--- config.mk ---
export PLATFORM = sky130hd
export DESIGN_NAME = nmf_frontend
export DESIGN_NICKNAME = d
export VERILOG_FILES = /design/src/nmf_pkg.sv /design/src/nmf_frontend.sv /design/src/nmf_trig.sv
export SDC_FILE = /design/constraint.sdc
export NUM_CORES = 2
export LEC_CHECK = 0
export BUFFER_PORTS_ARGS = -buffer_cell sky130_fd_sc_hd__buf_2
export CORE_MARGIN = 1.5
export CORE_UTILIZATION = 40
export DETAILED_ROUTE_END_ITERATION = 6
export PLACE_DENSITY = 0.56
export SLEW_MARGIN = 20
export SYNTH_ARGS = -nofsm -noshare
export SYNTH_HDL_FRONTEND = slang
export SYNTH_SLANG_ARGS = --single-unit
--- constraint.sdc ---
create_clock -name pclk -period 11 [get_ports pclk]
set_clock_uncertainty 0.2 [all_clocks]
set_input_delay 1.1 -clock pclk [delete_from_list [all_inputs] [get_ports pclk]]
set_output_delay 1.1 -clock pclk [all_outputs]
set_load 0.02 [all_outputs]
--- src/nmf_pkg.sv ---
// Package with register map, field positions and types of the demodulator front end.
package nmf_pkg;
  localparam logic [7:0]  OFS_DATAPATH   = 8'h00;
  localparam logic [7:0]  OFS_CARRIER1   = 8'h04;
  localparam logic [7:0]  OFS_UPPER_LIM  = 8'h08;
  localparam logic [7:0]  OFS_LOWER_LIM  = 8'h0c;
  localparam logic [7:0]  OFS_PHASE_INC  = 8'h10;
  localparam logic [7:0]  OFS_STATUS     = 8'h14;
  localparam logic [7:0]  OFS_EXT_NCO    = 8'h18;

  localparam int DP_MODE_LO   = 1;
  localparam int DP_DEC_LO    = 3;
  localparam int DP_SHIFT_EN  = 6;
  localparam int DP_NCO_BYP   = 10;
  localparam int DP_POLARITY  = 13;
  localparam int DP_FORMAT    = 15;
  localparam int DP_THR_LO    = 16;
  localparam int CL_LEADLAG   = 5;
  localparam int CL_ROUTE_EXT = 6;

  localparam logic [31:0] RST_DATAPATH  = 32'h0000_0000;
  localparam logic [31:0] RST_CARRIER1  = 32'h0000_0000;
  localparam logic [31:0] RST_LIMIT     = 32'h0000_0000;
  localparam logic [31:0] RST_PHASE_INC = 32'h0000_0000;

  localparam int IN_W   = 10;
  localparam int DW     = 12;
  localparam int TRIG_W = 8;
  localparam int TAPS   = 15;
  localparam int RRC_W  = 22;
  localparam int ACC_W  = 16;
  localparam logic [2:0] DEC_MAX = 3'h5;

  typedef enum logic [1:0] {
    NMF_MF_NONE = 2'b00,
    NMF_MF_RRC  = 2'b01,
    NMF_MF_ID   = 2'b10,
    NMF_MF_BOTH = 2'b11
  } nmf_mode_t;

  typedef struct packed {
    logic          v;
    logic [DW-1:0] i;
    logic [DW-1:0] q;
  } nmf_iq_t;
endpackage : nmf_pkg

--- src/nmf_frontend.sv ---
// Level detector, oscillator and mixer, matched filters and decimator.
`timescale 1ns/1ps
module nmf_frontend
  import nmf_pkg::*;
(
  input  wire logic              pclk,
  input  wire logic              presetn,
  input  wire logic              psel,
  input  wire logic              penable,
  input  wire logic              pwrite,
  input  wire logic [7:0]        paddr,
  input  wire logic [31:0]       pwdata,
  output logic      [31:0]       prdata,
  output logic                   pready,
  output logic                   pslverr,
  input  wire logic [IN_W-1:0]   i_in,
  input  wire logic [IN_W-1:0]   q_in,
  input  wire logic              sample_en_n,
  input  wire logic [31:0]       loop_lead,
  input  wire logic [31:0]       loop_lag,
  input  wire logic              loop_valid,
  output logic                   level_compare_out,
  output logic [31:0]            ext_nco_word,
  output logic                   ext_nco_valid,
  output logic [DW-1:0]          mf_i,
  output logic [DW-1:0]          mf_q,
  output logic                   mf_valid,
  output logic [DW-1:0]          sym_end_i,
  output logic [DW-1:0]          sym_end_q,
  output logic [DW-1:0]          sym_mid_i,
  output logic [DW-1:0]          sym_mid_q,
  output logic                   sym_valid
);
  logic [31:0] datapath_reg, carrier1_reg, upper_reg, lower_reg;
  logic [31:0] carrier_phase_increment_reg, phase_acc_reg;
  logic [31:0] rd_next;
  logic        wr_en, rd_en, hit;

  // Registers answer with one wait state so read data comes from a flop.
  assign wr_en = psel & penable & pready & pwrite;
  assign rd_en = psel & penable & ~pready;

  always_comb begin
    hit = 1'b1;
    case (paddr)
      OFS_DATAPATH:  rd_next = datapath_reg;
      OFS_CARRIER1:  rd_next = carrier1_reg;
      OFS_UPPER_LIM: rd_next = upper_reg;
      OFS_LOWER_LIM: rd_next = lower_reg;
      OFS_PHASE_INC: rd_next = carrier_phase_increment_reg;
      OFS_STATUS:    rd_next = {31'h0, level_compare_out};
      OFS_EXT_NCO:   rd_next = ext_nco_word;
      default: begin
        rd_next = 32'h0;
        hit = 1'b0;
      end
    endcase
  end

  always_ff @(posedge pclk or negedge presetn) begin
    if (!presetn) begin
      pready  <= 1'b0;
      prdata  <= 32'h0;
      pslverr <= 1'b0;
    end else begin
      pready  <= rd_en;
      pslverr <= rd_en & ~pwrite & ~hit;
      if (rd_en) begin
        prdata <= pwrite ? 32'h0 : rd_next;
      end
    end
  end

  always_ff @(posedge pclk or negedge presetn) begin
    if (!presetn) begin
      datapath_reg <= RST_DATAPATH;
      carrier1_reg <= RST_CARRIER1;
      upper_reg    <= RST_LIMIT;
      lower_reg    <= RST_LIMIT;
    end else if (wr_en) begin
      case (paddr)
        OFS_DATAPATH:  datapath_reg <= pwdata;
        OFS_CARRIER1:  carrier1_reg <= pwdata;
        OFS_UPPER_LIM: upper_reg <= pwdata;
        OFS_LOWER_LIM: lower_reg <= pwdata;
        default: ;
      endcase
    end
  end

  // Carrier loop routing and phase increment.
  logic [32:0] lim_sum;
  logic [31:0] centre;
  assign lim_sum = {upper_reg[31], upper_reg} + {lower_reg[31], lower_reg};
  assign centre  = lim_sum[32:1];

  always_ff @(posedge pclk or negedge presetn) begin
    if (!presetn) begin
      carrier_phase_increment_reg <= RST_PHASE_INC;
      ext_nco_word  <= 32'h0;
      ext_nco_valid <= 1'b0;
    end else begin
      ext_nco_valid <= 1'b0;
      if (loop_valid) begin
        if (carrier1_reg[CL_ROUTE_EXT]) begin
          ext_nco_word  <= loop_lead + loop_lag;
          ext_nco_valid <= 1'b1;
        end else if (carrier1_reg[CL_LEADLAG]) begin
          carrier_phase_increment_reg <= loop_lead;
          ext_nco_word  <= loop_lag;
          ext_nco_valid <= 1'b1;
        end else begin
          carrier_phase_increment_reg <= centre + loop_lead + loop_lag;
        end
      end else if (wr_en && paddr == OFS_PHASE_INC) begin
        carrier_phase_increment_reg <= pwdata;
      end
    end
  end

  // Wrapping 32-bit sum: one sweep is one turn, a negative step turns back.
  always_ff @(posedge pclk or negedge presetn) begin
    if (!presetn) begin
      phase_acc_reg <= 32'h0;
    end else begin
      phase_acc_reg <= phase_acc_reg + carrier_phase_increment_reg;
    end
  end

  logic [TRIG_W-1:0] cos_w, sin_w;
  nmf_trig u_trig (
    .pclk    (pclk),
    .presetn (presetn),
    .phase   (phase_acc_reg[31:26]),
    .cos_reg (cos_w),
    .sin_reg (sin_w)
  );

  // Sample pin inputs i_in, q_in and sample_en_n pass two flops before any logic looks at them.
  logic [IN_W-1:0] i_s1, i_s2, q_s1, q_s2;
  logic            en_s1, en_s2;
  always_ff @(posedge pclk or negedge presetn) begin
    if (!presetn) begin
      i_s1  <= 10'h000;
      i_s2  <= 10'h000;
      q_s1  <= 10'h000;
      q_s2  <= 10'h000;
      en_s1 <= 1'b1;
      en_s2 <= 1'b1;
    end else begin
      i_s1  <= i_in;
      i_s2  <= i_s1;
      q_s1  <= q_in;
      q_s2  <= q_s1;
      en_s1 <= sample_en_n;
      en_s2 <= en_s1;
    end
  end

  // Offset binary becomes two's complement by flipping the sign bit.
  logic [IN_W-1:0] a_i, a_q;
  logic            a_v;
  always_ff @(posedge pclk or negedge presetn) begin
    if (!presetn) begin
      a_i <= 10'h000;
      a_q <= 10'h000;
      a_v <= 1'b0;
    end else begin
      a_v <= ~en_s2;
      if (!en_s2) begin
        a_i <= i_s2 ^ {datapath_reg[DP_FORMAT], 9'h000};
        a_q <= q_s2 ^ {datapath_reg[DP_FORMAT], 9'h000};
      end
    end
  end

  // Magnitude is max plus half of min; cheap, and at most about 12 percent high.
  function automatic logic [IN_W-1:0] absv(input logic [IN_W-1:0] x);
    absv = x[IN_W-1] ? 10'h000 - x : x;
  endfunction : absv

  logic [IN_W-1:0] ai_abs, aq_abs, mx, mn;
  logic [IN_W:0]   mag;
  logic            above;
  assign ai_abs = absv(a_i);
  assign aq_abs = absv(a_q);
  assign mx     = (ai_abs > aq_abs) ? ai_abs : aq_abs;
  assign mn     = (ai_abs > aq_abs) ? aq_abs : ai_abs;
  assign mag    = {1'b0, mx} + {2'b00, mn[IN_W-1:1]};
  assign above  = mag[IN_W:IN_W-7] > datapath_reg[DP_THR_LO+:8];

  always_ff @(posedge pclk or negedge presetn) begin
    if (!presetn) begin
      level_compare_out <= 1'b0;
    end else if (a_v) begin
      level_compare_out <= above ^ datapath_reg[DP_POLARITY];
    end
  end

  // Complex mixer.
  logic signed [17:0] p_ic, p_qs, p_is, p_qc;
  logic signed [18:0] m_i, m_q;
  nmf_iq_t mix_reg;
  assign p_ic = $signed(a_i) * $signed(cos_w);
  assign p_qs = $signed(a_q) * $signed(sin_w);
  assign p_is = $signed(a_i) * $signed(sin_w);
  assign p_qc = $signed(a_q) * $signed(cos_w);
  assign m_i  = 19'(p_ic) - 19'(p_qs);
  assign m_q  = 19'(p_is) + 19'(p_qc);

  always_ff @(posedge pclk or negedge presetn) begin
    if (!presetn) begin
      mix_reg <= '0;
    end else begin
      mix_reg.v <= a_v;
      if (datapath_reg[DP_NCO_BYP]) begin
        mix_reg.i <= {a_i, 2'b00};
        mix_reg.q <= {a_q, 2'b00};
      end else begin
        mix_reg.i <= m_i[17:6];
        mix_reg.q <= m_q[17:6];
      end
    end
  end

  // Shaped pulse filter; taps shift only on enabled samples.
  function automatic logic signed [8:0] coef(input int k);
    int j;
    j = (k > 7) ? 14 - k : k;
    case (j)
      0: coef = 9'sd2;
      1: coef = -9'sd2;
      2: coef = 9'sd1;
      3: coef = 9'sd8;
      4: coef = -9'sd16;
      5: coef = -9'sd14;
      6: coef = 9'sd86;
      default: coef = 9'sd160;
    endcase
  endfunction : coef

  logic [DW-1:0] tap_i [TAPS];
  logic [DW-1:0] tap_q [TAPS];
  logic signed [RRC_W-1:0] acc_i, acc_q;
  nmf_iq_t rrc_reg;

  always_comb begin
    acc_i = '0;
    acc_q = '0;
    for (int k = 0; k < TAPS; k++) begin
      acc_i = acc_i + RRC_W'($signed(tap_i[k]) * coef(k));
      acc_q = acc_q + RRC_W'($signed(tap_q[k]) * coef(k));
    end
  end

  always_ff @(posedge pclk or negedge presetn) begin
    if (!presetn) begin
      for (int k = 0; k < TAPS; k++) begin
        tap_i[k] <= '0;
        tap_q[k] <= '0;
      end
    end else if (mix_reg.v) begin
      tap_i[0] <= mix_reg.i;
      tap_q[0] <= mix_reg.q;
      for (int k = 1; k < TAPS; k++) begin
        tap_i[k] <= tap_i[k-1];
        tap_q[k] <= tap_q[k-1];
      end
    end
  end

  // The sum of products is read one clock after the taps moved.
  logic rrc_ready;
  always_ff @(posedge pclk or negedge presetn) begin
    if (!presetn) begin
      rrc_ready <= 1'b0;
    end else begin
      rrc_ready <= mix_reg.v;
    end
  end

  always_ff @(posedge pclk or negedge presetn) begin
    if (!presetn) begin
      rrc_reg <= '0;
    end else begin
      rrc_reg.v <= rrc_ready;
      if (rrc_ready) begin
        rrc_reg.i <= acc_i[19:8];
        rrc_reg.q <= acc_q[19:8];
      end
    end
  end

  // Arrangement select and integrate-and-dump decimator.
  nmf_mode_t mode;
  logic [2:0] dec;
  nmf_iq_t    id_in;
  logic       id_on;
  assign mode  = nmf_mode_t'(datapath_reg[DP_MODE_LO+:2]);
  assign dec   = (datapath_reg[DP_DEC_LO+:3] > DEC_MAX) ? DEC_MAX
                 : datapath_reg[DP_DEC_LO+:3];
  assign id_in = (mode == NMF_MF_BOTH || mode == NMF_MF_RRC) ? rrc_reg
                 : mix_reg;
  assign id_on = (mode == NMF_MF_BOTH || mode == NMF_MF_ID) && dec != 3'h0;

  logic [3:0] cnt_reg, len_m1;
  logic [2:0] sh;
  logic [ACC_W-1:0] ai_reg, aq_reg, pi_reg, pq_reg, di, dq, si, sq;
  logic [ACC_W:0]   sum_i, sum_q;
  assign len_m1 = 4'((5'h01 << (dec - 3'h1)) - 5'h01);
  assign sh     = datapath_reg[DP_SHIFT_EN] ? dec - 3'h1 : 3'h0;
  assign di     = ai_reg + ACC_W'($signed(id_in.i));
  assign dq     = aq_reg + ACC_W'($signed(id_in.q));
  assign si     = ACC_W'($signed(di) >>> sh);
  assign sq     = ACC_W'($signed(dq) >>> sh);
  assign sum_i  = {si[ACC_W-1], si} + {pi_reg[ACC_W-1], pi_reg};
  assign sum_q  = {sq[ACC_W-1], sq} + {pq_reg[ACC_W-1], pq_reg};

  nmf_iq_t id_out;
  always_ff @(posedge pclk or negedge presetn) begin
    if (!presetn) begin
      cnt_reg <= 4'h0;
      ai_reg  <= '0;
      aq_reg  <= '0;
      pi_reg  <= '0;
      pq_reg  <= '0;
      id_out  <= '0;
    end else begin
      id_out.v <= 1'b0;
      if (!id_on) begin
        id_out  <= id_in;
        cnt_reg <= 4'h0;
        ai_reg  <= '0;
        aq_reg  <= '0;
      end else if (id_in.v) begin
        if (cnt_reg >= len_m1) begin
          cnt_reg  <= 4'h0;
          ai_reg   <= '0;
          aq_reg   <= '0;
          pi_reg   <= si;
          pq_reg   <= sq;
          id_out.v <= 1'b1;
          id_out.i <= sum_i[12:1];
          id_out.q <= sum_q[12:1];
        end else begin
          cnt_reg <= cnt_reg + 4'h1;
          ai_reg  <= di;
          aq_reg  <= dq;
        end
      end
    end
  end

  // Two samples per symbol: alternate samples are mid and end of symbol.
  logic end_phase_reg;
  always_ff @(posedge pclk or negedge presetn) begin
    if (!presetn) begin
      end_phase_reg <= 1'b0;
      mf_i      <= '0;
      mf_q      <= '0;
      mf_valid  <= 1'b0;
      sym_end_i <= '0;
      sym_end_q <= '0;
      sym_mid_i <= '0;
      sym_mid_q <= '0;
      sym_valid <= 1'b0;
    end else begin
      mf_valid  <= id_out.v;
      sym_valid <= id_out.v & end_phase_reg;
      if (id_out.v) begin
        mf_i          <= id_out.i;
        mf_q          <= id_out.q;
        end_phase_reg <= ~end_phase_reg;
        if (end_phase_reg) begin
          sym_end_i <= id_out.i;
          sym_end_q <= id_out.q;
        end else begin
          sym_mid_i <= id_out.i;
          sym_mid_q <= id_out.q;
        end
      end
    end
  end
endmodule : nmf_frontend

--- src/nmf_trig.sv ---
// Quadrature sine and cosine lookup driven by the top phase bits.
`timescale 1ns/1ps
module nmf_trig
  import nmf_pkg::*;
(
  input  wire logic              pclk,
  input  wire logic              presetn,
  input  wire logic [5:0]        phase,
  output logic      [TRIG_W-1:0] cos_reg,
  output logic      [TRIG_W-1:0] sin_reg
);
  // Quarter-wave table; the other three quadrants come from symmetry.
  function automatic logic [7:0] quarter(input logic [4:0] k);
    case (k)
      5'h00: quarter = 8'h00;
      5'h01: quarter = 8'h0c;
      5'h02: quarter = 8'h19;
      5'h03: quarter = 8'h25;
      5'h04: quarter = 8'h31;
      5'h05: quarter = 8'h3c;
      5'h06: quarter = 8'h47;
      5'h07: quarter = 8'h51;
      5'h08: quarter = 8'h5a;
      5'h09: quarter = 8'h62;
      5'h0a: quarter = 8'h6a;
      5'h0b: quarter = 8'h70;
      5'h0c: quarter = 8'h75;
      5'h0d: quarter = 8'h7a;
      5'h0e: quarter = 8'h7d;
      5'h0f: quarter = 8'h7e;
      default: quarter = 8'h7f;
    endcase
  endfunction : quarter

  function automatic logic [7:0] sine(input logic [5:0] p);
    logic [7:0] m;
    m = p[4] ? quarter(5'h10 - {1'b0, p[3:0]}) : quarter({1'b0, p[3:0]});
    sine = p[5] ? 8'h00 - m : m;
  endfunction : sine

  always_ff @(posedge pclk or negedge presetn) begin
    if (!presetn) begin
      cos_reg <= 8'h00;
      sin_reg <= 8'h00;
    end else begin
      sin_reg <= sine(phase);
      cos_reg <= sine(phase + 6'h10);
    end
  end
endmodule : nmf_trig

* Word level (Yosys, flattened, before mapping) *
Memories as Yosys holds them, arrays and structs flattened.
Index checks and enable logic that the tools add are counted.

operators by class
  bitwise operators = 15
  add/sub/neg operators = 58
  eq/ne operators = 12
  magnitude comparators = 4
  shift-type cells = 3
  reductions and logical operators = 19
  muxes and demuxes = 38
  multipliers = 14

operators by type and width
  operator                 count
  $add A20 B20 Y20         12
  $mux W32                 7
  $pmux W32 S7             1
  $add A32 B32 Y32         4
  $mux W25                 4
  $mux W16                 6
  $add A20 B12 Y20         4
  $add A20 B15 Y20         4
  $add A20 B17 Y20         4
  $mul A12 B7 Y19 const B  4
  $neg A12 Y19             4
  $mul A10 B8 Y18          4
  $mul A12 B4 Y16 const B  4
  $neg A12 Y16             4
  $mux W8                  6
  $add A13 B20 Y20         2
  $add A20 B13 Y20         2
  $mux W10                 4
  $add A32 B32 Y33         1
  $add A16 B16 Y16         2
  $sshr A16 B3 Y13         2
  $mul A12 B4 Y15 const B  2
  $add A13 B13 Y13         2
  $eq A8 B5 Y1 const B     3
  other kinds (37)         71

storage, ports and cells
  memory bits (read-only) = 448
  bits in registers = 912
  memories kept = 4
  input bits = 131

memories
  name             words  width  rd ports  clocked after Yosys merged registers in  wr ports  line            text
  (no name shown)  16     7      1         0                                        0         nmf_trig.sv:14  case (k)
  (no name shown)  16     7      1         0                                        0         nmf_trig.sv:14
  (no name shown)  16     7      1         0                                        0         nmf_trig.sv:14
  (no name shown)  16     7      1         0                                        0         nmf_trig.sv:14

* Depth between registers and ports, before layout *
  depth after elaboration = 15
  mapped depth = 40

* Cells and area by module *
Synthesis repeated with hierarchy kept, for this count alone.

unflattened totals
  cell total of the unflattened synthesis = 8102
  area, all modules = 81994.9 µm²

modules (own cells, without submodules)
  module        times used  seq. area each (µm²)  cells each  area an instance (µm²)
  nmf_frontend  1           22424.0               7888        80284.5
  nmf_trig      1           400.4                 214         1710.4

* Least setup slack after synthesis *
Ideal clock, no wire load.

  kind = register -> register
  start = register tap_q[101] (netlist name)
  end = register rrc_reg[11] (netlist name)
  setup slack = 2.134 ns
  arrival = 8.542 ns
  cell stages (with the launch flop) = 36
  setup time = 0.125 ns
  buffers on the path = 0
  required time = 10.675 ns
  path through = dfrtp_1 -> ha_1 -> ha_1 -> inv_1 -> fa_1 -> fa_1 -> inv_1 -> ha_1 -> a21oi_1 -> nor2b_1 -> a311o_1 -> o31ai_1 -> o2111ai_1 -> a31o_2 -> xnor2_1 -> fa_1 -> fa_1 -> fa_1 -> inv_1 -> fa_1 -> fa_1 -> inv_1 -> fa_1 -> xnor2_1 -> xnor2_1 -> xnor2_1 -> xnor2_1 -> xnor2_1 -> xnor2_1 -> xnor2_1 -> xor2_1 -> xnor2_1 -> xnor2_1 -> xnor2_1 -> xnor2_1 -> mux2_2

between the ends
  longest elaborated chain between the ends = 10

ends and longest elaborated chain
  item                               line                 text
  from (decl)                        nmf_frontend.sv:243  logic [DW-1:0] tap_q [TAPS];
  from (signal, indexed assignment)  nmf_frontend.sv:267  tap_q[k] <= tap_q[k-1];
  $mul A12 B7 Y19                    nmf_frontend.sv:252  acc_q = acc_q + RRC_W'($signed(tap_q[k]) * coef(k));
  $add A20 B20 Y20 (3 in series)     nmf_frontend.sv:252
  $add A20 B17 Y20                   nmf_frontend.sv:252
  $add A20 B20 Y20                   nmf_frontend.sv:252
  $add A20 B15 Y20                   nmf_frontend.sv:252
  $add A20 B12 Y20                   nmf_frontend.sv:252
  $add A20 B20 Y20                   nmf_frontend.sv:252
  $add A20 B13 Y20                   nmf_frontend.sv:252
  to (decl)                          nmf_frontend.sv:245  nmf_iq_t rrc_reg;

Every way passes these cells.
A chain may end at the register's enable or synchronous reset.

* Worst setup path after layout *
  start = register tap_i[99] (netlist name)
  end = register rrc_reg[23] (netlist name)

between the ends
  longest elaborated chain between the ends = 10

ends and longest elaborated chain
  item                               line                 text
  from (decl)                        nmf_frontend.sv:242  logic [DW-1:0] tap_i [TAPS];
  from (signal, indexed assignment)  nmf_frontend.sv:266  tap_i[k] <= tap_i[k-1];
  $mul A12 B7 Y19                    nmf_frontend.sv:251  acc_i = acc_i + RRC_W'($signed(tap_i[k]) * coef(k));
  $add A20 B20 Y20 (3 in series)     nmf_frontend.sv:251
  $add A20 B17 Y20                   nmf_frontend.sv:251
  $add A20 B20 Y20                   nmf_frontend.sv:251
  $add A20 B15 Y20                   nmf_frontend.sv:251
  $add A20 B12 Y20                   nmf_frontend.sv:251
  $add A20 B20 Y20                   nmf_frontend.sv:251
  $add A20 B13 Y20                   nmf_frontend.sv:251

Every way passes these cells.

==> flow_summary.json <==
{
  "status": "finished, final reports clean",
  "endpoint": "rrc_reg[23]$_DFFE_PN0P_",
  "cts_max_level": 3,
  "cp_max_fo": 6,
  "grt_pass1_vias": 60703,
  "finalSetupViolCount": 0,
  "numClockSinks": 912,
  "max_stage_delay_ps": 580,
  "area_delta_synth_final_pct": 10.6,
  "dpl.hpwl_mm": 175,
  "clockBufferDepth": 3,
  "initial_core_util_pct": 40.2,
  "cp_top_family": "adder cells",
  "crit_type": "flop to flop",
  "die_area_um2": 206000,
  "worst-path-stages": 36,
  "slew_viol_final": 0,
  "slew_headroom_pct": 24.8,
  "min_path_type": "input port to asynchronous set/reset pin",
  "finalCriticalPeriod_ps": 9660,
  "worstRegToRegCells": 36,
  "fin_ws_ps": 1340,
  "core_area_um2": 202000,
  "clk-insertion-delay-late_ps": 830,
  "cpMaxStageDelayCell": "fa_1",
  "dieHeight_um": 454,
  "routed_via_density": 5.19,
  "crit_path_end_kind": "flop",
  "synth-edff-count": 0,
  "io_pins": 273,
  "final.setup.tns_ps": 0,
  "io_buffers": 272,
  "clk_pin_slew_ps": 60,
  "yosysSeqAreaShare_pct": 28.1,
  "cts_hold_buf": 0,
  "yosysTopAreaCell": "dfrtp_1",
  "max_freq_mhz": 104,
  "yosys-top-cells-area": "dfrtp_1 28%, fa_1 21%, ha_1 11%",
  "routed_wl_mm": 222,
  "post-route-util_pct": 44.5,
  "die_x_um": 454,
  "synth_top_area_share_pct": 28.0,
  "rsz0062_at_grt": "false",
  "required_ps": 11390,
  "gp_congestion": 0.861,
  "path_buf_inv": 2,
  "crit_path_start": "tap_i[99]$_DFFE_PN0P_",
  "synth.most_common_cell": "inv_1",
  "drtAntennaViolNets": 0,
  "post_cts_buffers": 0,
  "nNetsFinal": 9906,
  "async_reset_ff_share_pct": 100,
  "cts_tree": "built",
  "post-place-ws_ps": 1280,
  "start_kind": "flop",
  "cts_root_buf": "clkbuf_16",
  "cts_made_buffers": 113,
  "max_cap_viol_count": 0,
  "cp.arrival_ps": 10050,
  "hold_viol": 0,
  "drtIter0Drc": 3153,
  "drt_pass1_iterations": 7,
  "grt_start_max_net_pins": 167,
  "tightest_slew_ps": 1120,
  "wire_per_inst_um": 20.2,
  "grt_pass1_wl_mm": 355,
  "fin_crit_sh_pct": 87.8,
  "rr_startpoint": "tap_i[99]$_DFFE_PN0P_",
  "syn-instance-count": 8013,
  "synth_commonest_cells": "1303 x inv_1, 910 x dfrtp_1, 847 x fa_1",
  "rrSetupSlack_ps": 1340,
  "ys_warn_count": 0,
  "drive_gt1_share_pct": 13.8,
  "syn_nets": 9709,
  "fill_cells": 19282,
  "ys_seq_elements": 912,
  "syn-cell-area_um2": 81300,
  "vias": 57045,
  "cpMostUsedCell": "xnor2_1",
  "antenna_found_initial": 20,
  "yosysUniqueCellTypes": 95,
  "reg2reg_to": "rrc_reg[23]$_DFFE_PN0P_",
  "cts_resized": 0,
  "num_rows": 165,
  "avgSynthCellArea_um2": 10.1,
  "synth_ff_type": "dfrtp_1",
  "globalRouteOverflowTotal": 0,
  "groute.usage.overall_pct": 22.0,
  "drcViolationCount": 0,
  "largestRegisters": "tap_i (180), tap_q (180)"
}
==> layout by cell type, fill, tap and decap left out, drive strengths merged, types with 18 or more instances in the layout <==
cell type and n:
a22oi 70, nor2b 63, nor2 306, o21a 52
nand2b 79, mux2i 50, inv 1308, a221oi 45
xnor2 321, a31oi 29, mux2 543, clkbuf 144
clkinv 31, nand3 55, nor3 76, and2 150
a21o 118, and3 24, o31ai 31, nor4 18
o21ai 404, fa 847, dfrtp 910, a211oi 30
o21bai 63, buf 346, xor2 175, nand2 644
ha 718, o22ai 31, o211ai 35, bufinv 20
a21oi 346
==> layout make-up <==
class,instances,area (um2),share of cell area (%)
Timing Repair Buffer,346,2020,2.25
Clock buffer,144,3090,3.44
Clock inverter,70,1080,1.20
Inverter,1305,4900,5.45
Antenna cell,4,10.0,0.0111
Tap cell,2672,3340,3.72
Sequential cell,912,22800,25.4
Multi-Input combinational cell,5532,52700,58.6
==> stage by stage <==
stage	hold slack, ps	cell area (um2)	cells
global placement	134	85700	10766
detailed placement	136	85700	10766
finish	58.4	90000	10985
CTS	149	89900	10980
floorplan	131	81300	8013
global route	51.4	90000	10985
==> layer usage <==
metal  GRT usage, %  part of all wire (%)  vias to the layer above
met4           6.17                   2.7                       22
met2           37.0                    48                      979
met1           29.9                    45                    29088
met3           2.79                   3.8                      266
met5              0                 0.066                        -
li1               -                     -                    26690
==> how the worst min path moves through the flow <==
stage                      start                      to  slack (ps)  cells past startpoint
2_1_floorplan  i_s1[0]$_DFF_PN0_       i_s2[0]$_DFF_PN0_         130                      0
3_3_place_gp   i_s1[4]$_DFF_PN0_       i_s2[4]$_DFF_PN0_         130                      0
3_5_place_dp   q_s1[8]$_DFF_PN0_       q_s2[8]$_DFF_PN0_         140                      0
4_1_cts        q_s1[7]$_DFF_PN0_       q_s2[7]$_DFF_PN0_         150                      0
5_1_grt                  presetn  tap_i[153]$_DFFE_PN0P_          50                      1
6_report                 presetn  tap_i[165]$_DFFE_PN0P_          60                      1
==> logic make-up after synthesis <==
logic type | share of synthesized area [%]
multiplexers | 8.16
adder cells (fa/ha/maj) | 31.9
XOR/XNOR | 5.41
buffers and inverters | 7.24
AO/OA/AOI/OAI | 10.5
AND/OR/NAND/NOR | 8.71
flip-flops | 28.1
Power is left out: the tool's default activity adds up to more than one toggle a clock period on the data nets, which glitch-free logic cannot reach.
